## src/cal_ctrl_pkg.sv

```systemverilog
// Shared constants and carrier structs for the converter control logic.
// Assumes one 250 MHz clock; counts are in clock cycles.
package cal_ctrl_pkg;
  // Register byte offsets
  localparam logic [7:0] ctrl_off = 8'h00;
  localparam logic [7:0] fs_adjust_off = 8'h04;
  localparam logic [7:0] status_off = 8'h08;
  // Control register field positions
  localparam int ctrl_ext_bit = 0;
  localparam int ctrl_res_hi_bit = 1;
  // Status register field positions
  localparam int st_run_bit = 0;
  localparam int st_oor_bit = 1;
  localparam int st_pd_bit = 2;
  localparam int st_fs_bit = 3;
  localparam int st_calib_bit = 4;
  localparam int st_term_bit = 5;
  // Reset values
  localparam logic [31:0] ctrl_rst = 32'h0000_0000;
  localparam logic [7:0] fs_adjust_rst = 8'h80;
  // Timing: delays in clock cycles
  localparam int cal_low_hold_def = 1280;
  localparam int cal_high_hold_def = 1280;
  localparam int short_delay_def = 16384;
  localparam int long_delay_def = 262144;
  localparam int cal_length_def = 8192;
  localparam int cnt_w = 24;
  // AXI responses
  localparam logic [1:0] resp_okay = 2'h0;
  localparam logic [1:0] resp_slverr = 2'h2;
  // Converter code limits
  localparam logic [8:0] code_max = 9'h0ff;

  // Control pin bundle from the host
  typedef struct packed {
    logic cal_req;
    logic delay_sel;
    logic fs_sel;
    logic pd;
  } ctrl_pins_s;

  // Status bundle toward the analog side
  typedef struct packed {
    logic analog_pd;
    logic cal_core;
    logic cal_term;
    logic fs_normal;
  } analog_ctl_s;
endpackage

```

## src/sync2.sv

```systemverilog
// Two flip-flop synchroniser for one level.
// Assumes input asynchronous to clock.
`timescale 1ns/1ps
`default_nettype none
module sync2
(
  // Clock and reset
  input wire logic clock,
  input wire logic reset_n,
  input wire logic enable,
  // Data
  input wire logic async_in,
  output logic sync_out
);
  logic meta_q;

  // First stage read only by second
  always_ff @(posedge clock or negedge reset_n)
  begin
    if (!reset_n)
    begin
      meta_q <= 1'b0;
      sync_out <= 1'b0;
    end
    else if (enable)
    begin
      meta_q <= async_in;
      sync_out <= meta_q;
    end
  end
endmodule
`default_nettype wire

```

## src/cal_ctrl.sv

```systemverilog
// Control-pin logic: range flag, range select, calibration sequencing.
// Assumes pins are asynchronous; AXI4-Lite master is on clock.
// Functional notes
// - Flag out of range while result clipped
// - Pin picks normal or reduced full scale
// - Extended mode takes range from register
// - Calibrate at power-up and on request
// - Same procedure whether clock early or late
// - Running indicator high during calibration
// - Output word clock off during calibration
// - Power-on calibration after selectable delay
// - Exactly two delay lengths by select
// - Request high at power-up skips calibration
// - Start exactly high-hold after qualified rise
// - Power-on calibrates core and termination
// - Power-down at power-up stalls delay counter
// - Extended mode always uses short delay
// - No clock keeps analog powered down
// - Power-down waits for calibration finish
// - Power-down ignores calibration requests
//
// The register offsets and the AXI4-Lite register port were left to the implementer.
`timescale 1ns/1ps
`default_nettype none
module cal_ctrl
  import cal_ctrl_pkg::*;
#(
  parameter int cal_low_hold_cycles = cal_low_hold_def,
  parameter int cal_high_hold_cycles = cal_high_hold_def,
  parameter int short_delay_cycles = short_delay_def,
  parameter int long_delay_cycles = long_delay_def,
  parameter int cal_length_cycles = cal_length_def
)
(
  // Clock, reset, enable
  input wire logic clock,
  input wire logic reset_n,
  input wire logic clock_en,
  // Control pins from the host
  input wire ctrl_pins_s pins,
  // Converter core result, 9 bits with overflow
  input wire logic [8:0] raw_result,
  input wire logic raw_negative,
  // Word clock before gating
  input wire logic word_clock_in,
  // Range and calibration outputs
  output logic out_of_range_p,
  output logic out_of_range_n,
  output logic calibration_running,
  output logic output_word_clock,
  output analog_ctl_s analog_ctl,
  // AXI4-Lite slave
  input wire logic [7:0] s_awaddr,
  input wire logic s_awvalid,
  output logic s_awready,
  input wire logic [31:0] s_wdata,
  input wire logic [3:0] s_wstrb,
  input wire logic s_wvalid,
  output logic s_wready,
  output logic [1:0] s_bresp,
  output logic s_bvalid,
  input wire logic s_bready,
  input wire logic [7:0] s_araddr,
  input wire logic s_arvalid,
  output logic s_arready,
  output logic [31:0] s_rdata,
  output logic [1:0] s_rresp,
  output logic s_rvalid,
  input wire logic s_rready
);
  typedef enum logic [2:0] {st_delay, st_wait_low, st_wait_high,
    st_idle, st_cal, st_pd} state_e;

  state_e state_q;
  logic [cnt_w-1:0] cnt_q;
  logic [cnt_w-1:0] low_cnt_q;
  logic [cnt_w-1:0] high_cnt_q;
  logic [31:0] ctrl_q;
  logic [7:0] fs_adjust_q;
  logic power_on_q;
  logic calibrated_q;
  logic strap_done_q;
  logic [1:0] fill_q;
  logic req_s, dly_s, fs_s, pd_s, wclk_s;
  logic oor_q;
  logic fs_normal_q;
  logic term_cal_q;

  // Pin synchronisers
  sync2 u_sync_req (.clock(clock), .reset_n(reset_n), .enable(clock_en),
    .async_in(pins.cal_req), .sync_out(req_s));
  sync2 u_sync_dly (.clock(clock), .reset_n(reset_n), .enable(clock_en),
    .async_in(pins.delay_sel), .sync_out(dly_s));
  sync2 u_sync_fs (.clock(clock), .reset_n(reset_n), .enable(clock_en),
    .async_in(pins.fs_sel), .sync_out(fs_s));
  sync2 u_sync_pd (.clock(clock), .reset_n(reset_n), .enable(clock_en),
    .async_in(pins.pd), .sync_out(pd_s));

  // Mode and delay selection
  wire ext_mode = ctrl_q[ctrl_ext_bit];
  wire [cnt_w-1:0] delay_len = (ext_mode || !dly_s) ?
    cnt_w'(short_delay_cycles) : cnt_w'(long_delay_cycles);
  wire low_ok = low_cnt_q >= cnt_w'(cal_low_hold_cycles);
  wire high_done = high_cnt_q == cnt_w'(cal_high_hold_cycles - 1);
  wire cal_done = cnt_q == cnt_w'(cal_length_cycles - 1);
  wire delay_done = cnt_q == delay_len - cnt_w'(1);

  // Low-level counter for request qualification
  always_ff @(posedge clock or negedge reset_n)
  begin
    if (!reset_n)
      low_cnt_q <= '0;
    else if (clock_en)
      low_cnt_q <= req_s ? '0 : (low_ok ? low_cnt_q : low_cnt_q + 1'b1);
  end

  // Strap of request level, caught once the synchronisers hold the pin
  always_ff @(posedge clock or negedge reset_n)
  begin
    if (!reset_n)
    begin
      strap_done_q <= 1'b0;
      power_on_q <= 1'b1;
      fill_q <= 2'h0;
    end
    else if (clock_en && !strap_done_q)
    begin
      if (fill_q == 2'h2)
      begin
        strap_done_q <= 1'b1;
        power_on_q <= !req_s;
      end
      else
        fill_q <= fill_q + 2'h1;
    end
  end

  // Calibration sequencer; same path for late clock start
  always_ff @(posedge clock or negedge reset_n)
  begin
    if (!reset_n)
    begin
      state_q <= st_delay;
      cnt_q <= '0;
      high_cnt_q <= '0;
      calibrated_q <= 1'b0;
      term_cal_q <= 1'b0;
    end
    else if (clock_en && strap_done_q)
    begin
      case (state_q)
        st_delay:
          if (!power_on_q)
            state_q <= st_wait_low;
          else if (!pd_s)
          begin
            cnt_q <= delay_done ? '0 : cnt_q + 1'b1;
            if (delay_done)
            begin
              state_q <= st_cal;
              term_cal_q <= 1'b1;
            end
          end
        st_wait_low, st_idle:
          if (pd_s)
            state_q <= st_pd;
          else if (req_s && low_ok)
          begin
            high_cnt_q <= '0;
            state_q <= st_wait_high;
          end
        st_wait_high:
          if (!req_s || pd_s)
            state_q <= pd_s ? st_pd : st_idle;
          else if (high_done)
          begin
            cnt_q <= '0;
            term_cal_q <= 1'b0;
            state_q <= st_cal;
          end
          else
            high_cnt_q <= high_cnt_q + 1'b1;
        st_cal:
          if (cal_done)
          begin
            cnt_q <= '0;
            calibrated_q <= 1'b1;
            state_q <= pd_s ? st_pd : st_idle;
          end
          else
            cnt_q <= cnt_q + 1'b1;
        st_pd:
          if (!pd_s)
            state_q <= st_idle;
        default:
          state_q <= st_idle;
      endcase
    end
  end

  wire running = state_q == st_cal;

  // Range flag and full scale selection registers
  always_ff @(posedge clock or negedge reset_n)
  begin
    if (!reset_n)
    begin
      oor_q <= 1'b0;
      fs_normal_q <= 1'b1;
      calibration_running <= 1'b0;
      output_word_clock <= 1'b0;
    end
    else if (clock_en)
    begin
      oor_q <= raw_negative || (raw_result > code_max);
      fs_normal_q <= ext_mode ? ctrl_q[ctrl_res_hi_bit] : fs_s;
      calibration_running <= running;
      output_word_clock <= word_clock_in && !running;
    end
  end

  assign out_of_range_p = oor_q;
  assign out_of_range_n = !oor_q;
  // Analog side: powered down before first edges and in the st_pd state
  assign analog_ctl = '{analog_pd: !strap_done_q || state_q == st_pd,
    cal_core: running,
    cal_term: running && term_cal_q,
    fs_normal: fs_normal_q};

  // AXI4-Lite write channel
  logic aw_held_q, w_held_q;
  logic [7:0] awaddr_q;
  logic [31:0] wdata_q;
  logic [3:0] wstrb_q;
  assign s_awready = !aw_held_q && !s_bvalid;
  assign s_wready = !w_held_q && !s_bvalid;
  wire do_write = aw_held_q && w_held_q && !s_bvalid;
  wire wr_ctrl = awaddr_q == ctrl_off;
  wire wr_fs = awaddr_q == fs_adjust_off;
  wire wr_map = wr_ctrl || wr_fs || awaddr_q == status_off;

  always_ff @(posedge clock or negedge reset_n)
  begin
    if (!reset_n)
    begin
      aw_held_q <= 1'b0;
      w_held_q <= 1'b0;
      awaddr_q <= '0;
      wdata_q <= '0;
      wstrb_q <= '0;
      s_bvalid <= 1'b0;
      s_bresp <= resp_okay;
      ctrl_q <= ctrl_rst;
      fs_adjust_q <= fs_adjust_rst;
    end
    else if (clock_en)
    begin
      if (s_awvalid && s_awready)
      begin
        aw_held_q <= 1'b1;
        awaddr_q <= s_awaddr;
      end
      if (s_wvalid && s_wready)
      begin
        w_held_q <= 1'b1;
        wdata_q <= s_wdata;
        wstrb_q <= s_wstrb;
      end
      if (do_write)
      begin
        aw_held_q <= 1'b0;
        w_held_q <= 1'b0;
        s_bvalid <= 1'b1;
        s_bresp <= wr_map ? resp_okay : resp_slverr;
        if (wr_ctrl && wstrb_q[0])
          ctrl_q <= {30'h0, wdata_q[1:0]};
        if (wr_fs && wstrb_q[0])
          fs_adjust_q <= wdata_q[7:0];
      end
      else if (s_bvalid && s_bready)
        s_bvalid <= 1'b0;
    end
  end

  // AXI4-Lite read channel
  wire [31:0] status_word = {26'h0, term_cal_q, calibrated_q,
    fs_normal_q, pd_s, oor_q, running};
  wire rd_ctrl = s_araddr == ctrl_off;
  wire rd_fs = s_araddr == fs_adjust_off;
  wire rd_st = s_araddr == status_off;
  wire [31:0] rd_word = rd_ctrl ? ctrl_q :
    rd_fs ? {24'h0, fs_adjust_q} : rd_st ? status_word : 32'h0;
  assign s_arready = !s_rvalid;

  always_ff @(posedge clock or negedge reset_n)
  begin
    if (!reset_n)
    begin
      s_rvalid <= 1'b0;
      s_rdata <= '0;
      s_rresp <= resp_okay;
    end
    else if (clock_en)
    begin
      if (s_arvalid && s_arready)
      begin
        s_rvalid <= 1'b1;
        s_rdata <= rd_word;
        s_rresp <= (rd_ctrl || rd_fs || rd_st) ? resp_okay : resp_slverr;
      end
      else if (s_rvalid && s_rready)
        s_rvalid <= 1'b0;
    end
  end
endmodule
`default_nettype wire

```

## config.mk

```make
export PLATFORM = sky130hd
export DESIGN_NAME = cal_ctrl
export DESIGN_NICKNAME = d
export VERILOG_FILES = /design/src/cal_ctrl_pkg.sv /design/src/sync2.sv /design/src/cal_ctrl.sv
export SDC_FILE = /design/constraint.sdc
export NUM_CORES = 1
export LEC_CHECK = 0
export ABC_AREA = 1
export BUFFER_PORTS_ARGS = -buffer_cell sky130_fd_sc_hd__buf_2
export CAP_MARGIN = 20
export CORE_MARGIN = 2
export CORE_UTILIZATION = 57
export DETAILED_ROUTE_END_ITERATION = 7
export HOLD_SLACK_MARGIN = 0.06
export PLACE_DENSITY = 0.81
export SETUP_SLACK_MARGIN = 0.4
export SLEW_MARGIN = 10
export SYNTH_ARGS = -nofsm -noshare
export SYNTH_HDL_FRONTEND = slang
export SYNTH_SLANG_ARGS = --single-unit
```

## constraint.sdc

```tcl
create_clock -name clock -period 2.5 [get_ports clock]
set_input_delay 0.5 -clock clock [delete_from_list [all_inputs] [get_ports clock]]
set_output_delay 0.5 -clock clock [all_outputs]
set_load 0.02 [all_outputs]
```

==> flow_summary.ini <==
[run_status]
status = finished clean

[final_layout]
drive_gt1_share_pct = 15.03
nets = 1138
fin_area_um2 = 8536
stdcell_count = 1243
area_growth_syn_to_layout_pct = 15.12
antennaDiodeCount = 0

[global_route]
grt_pass1_vias = 6299
grt.overflow.total = 0
grt_use_total_pct = 25.25
grt_max_degree = 50
antenna_found_initial = 0
grt_pass1_wl_um = 28740

[synth]
synthArstFlopShare_pct = 100.0
ys.flop_type = dfrtp_1
synthDistinctLibCells = 46
synth_fa_ha_area_share_pct = 0.8437
yosys.area.top_type = dfrtp_1
yosysTopAreaCellShare_pct = 44.21
synth.area.top_cells = dfrtp_1, nand2_1, nor2_1
synth-simple-area-share_pct = 32.15
synthTopCellsByCount = nand2_1, nor2_1, dfrtp_1
yosysMostFrequentCell = nand2_1
synthCells = 987
synthesis.area_um2 = 7415
avgSynthCellArea_um2 = 7.512
synth_top_family_by_area = simple AND/OR/NAND/NOR gates
yosys.area_share.xor_xnor_pct = 2.835
synthMuxAreaShare_pct = 1.063
yosys_warnings = 0
ys_seq_area_share_pct = 45.28
ys_ff_latch = 134
synth_edf_count = 0
synth_compound_area_share_pct = 8.049

[job]
max_cap_viol_count = 0

[die]
die_h_um = 118.1
ios = 124
die-area_um2 = 13940
core_um2 = 12670
start_util_pct = 58.52
rows = 41
die_x_um = 118.1

[placed_design]
dp_hpwl_um = 11540
numPortBuffers = 62
place_area_um2 = 7809
gp_congestion = 0.9240
placed_cells = 1205

[sta]
worst_pin_slew_ns = 0.6173
clock_skew_ns = 0.009602
rsz0062_at_grt = yes
finalSetupViolCount = 0
drv_slew = 0
max_freq_ghz = 0.4837
fin_crit_sh_pct = 82.70
final_hold_viol_count = 0
fin_setup_tns_ns = 0
worst_slew_margin_rel_pct = 58.47
period_needed_ns = 2.068

[power_and_ir_drop]
irDropWorstVdd_v = 0.0006741
power_density_nw_per_um2 = 836.1
power_w = 0.007137
p_leak_nw = 4.106

[clock_network]
ctsHtreeMaxLevel = 4
insertion_delay_ns = 0.42
cts_made_buffers = 17
clk_transition_reported_paths_ns = 0.06
cts_tree = built
cts_sinks = 134
cts-root-buf = clkbuf_16
cts_buffer_depth = 2

[setup_path]
arrival_ns = 1.57
path_class = register to output port
path_max_fanout = 4
crit_path_start_kind = register
cp.required_ns = 2.00
end_kind = output port

[detailed_routing]
antenna_left = 0
drt_iter0_drc = 424
vias = 6463
avgRoutedWirePerCell_um = 13.28
vias_per_cell = 5.200
first_pass_iters = 5
totalWireLength_um = 16510
route.detailed.drc = 0

[hold_path]
hp-class = input pin to register
## per-stage QoR
step	setup WS, ns	util [%]	hold slack (ns)
2_1_floorplan	0.6985	-	0.2044
3_3_place_gp	0.3727	61.63	0.4551
3_5_place_dp	0.3653	61.63	0.4611
4_1_cts	0.3275	66.50	0.2734
5_1_grt	0.3529	67.36	0.2727
6_report	0.4325	67.36	0.2862
## per-layer routing
metal	up-vias	share of wire (%)	GRT usage, %
met5	-	0	0
met4	0	1.5	9.413
met3	27	5.0	6.202
met2	164	49	41.86
met1	3046	45	32.11
li1	3226	-	-
## report_power, final
group          internal [W]  total (W)  switching, W
Combinational      0.000620    0.00188       0.00126
Sequential          0.00253    0.00285      0.000317
Clock               0.00146    0.00241      0.000949
## final timing paths
check                                                  start                           end  slack (ns)  cells past startpoint
max in group asynchronous                            reset_n    fs_adjust_q[7]$_DFFE_PN1P_        1.25                      3
worst max register to register     high_cnt_q[0]$_DFFE_PN0P_         cnt_q[11]$_DFFE_PN0P_        0.59                     11
worst min-delay path                                 pins[0]  u_sync_pd.meta_q$_DFFE_PN0P_        0.29                      3
min in group asynchronous                            reset_n          cnt_q[7]$_DFFE_PN0P_        0.59                      2
worst max-delay path                  state_q[0]$_DFFE_PN0P_                 analog_ctl[1]        0.43                      6
worst min register to register  u_sync_pd.meta_q$_DFFE_PN0P_  u_sync_pd.meta_q$_DFFE_PN0P_        0.48                      2
## state kept, by name, summed over array words and instances, names as in the netlist, 2 cells and up
register     cells
fs_adjust_q      8
wdata_q          8
s_rdata          8
fill_q           2
state_q          3
cnt_q           24
low_cnt_q       24
high_cnt_q      24
ctrl_q           2
awaddr_q         8
## placed cells by master, fill, tap and decap left out, types with 11 or more instances in the layout
master     count
o21ai_1       12
nor2_4        12
inv_1         96
clkbuf_16     17
nand4_1       19
xor2_1        15
nand3_1       69
o21ai_0       55
a21oi_1       11
nor2_1       140
conb_1        26
dfrtp_1      127
nand2_1      277
buf_2         60
## kinds of logic after synthesis
kind of cell | Yosys count
AND/OR/NAND/NOR | 555
buffers and inverters | 156
XOR/XNOR | 24
multiplexers | 7
AO/OA/AOI/OAI | 105
other | 1
flip-flops | 134
adder cells (fa/ha/maj) | 5
## layout make-up
class	count	area (um2)
clock buffer	23	478.0
clock inverter	9	92.59
fill	1072	4135
inverter	106	400.4
multi-input combinational	722	3501
sequential	134	3362
tap	172	215.2
timing repair buffer	77	486.7
## critical path: stages (launching register included)
cell,delay [ns]
dfrtp_2,0.45
nor2_4,0.17
inv_2,0.07
nor2_4,0.10
inv_2,0.07
nor2_2,0.12
buf_4,0.16
## what timing repair did
| item | CTS | global route |
|---|---|---|
| buffers inserted | 1 | 4 |
| gates cloned | 0 | 0 |
| gates resized for setup | 9 | 23 |
| hold buffers | 1 | 0 |
| setup endpoints to repair | 19 | 55 |
| hold endpoints to repair | 47 | 0 |
| pin swaps | 1 | 2 |
Power figures use the tool's default switching activity.
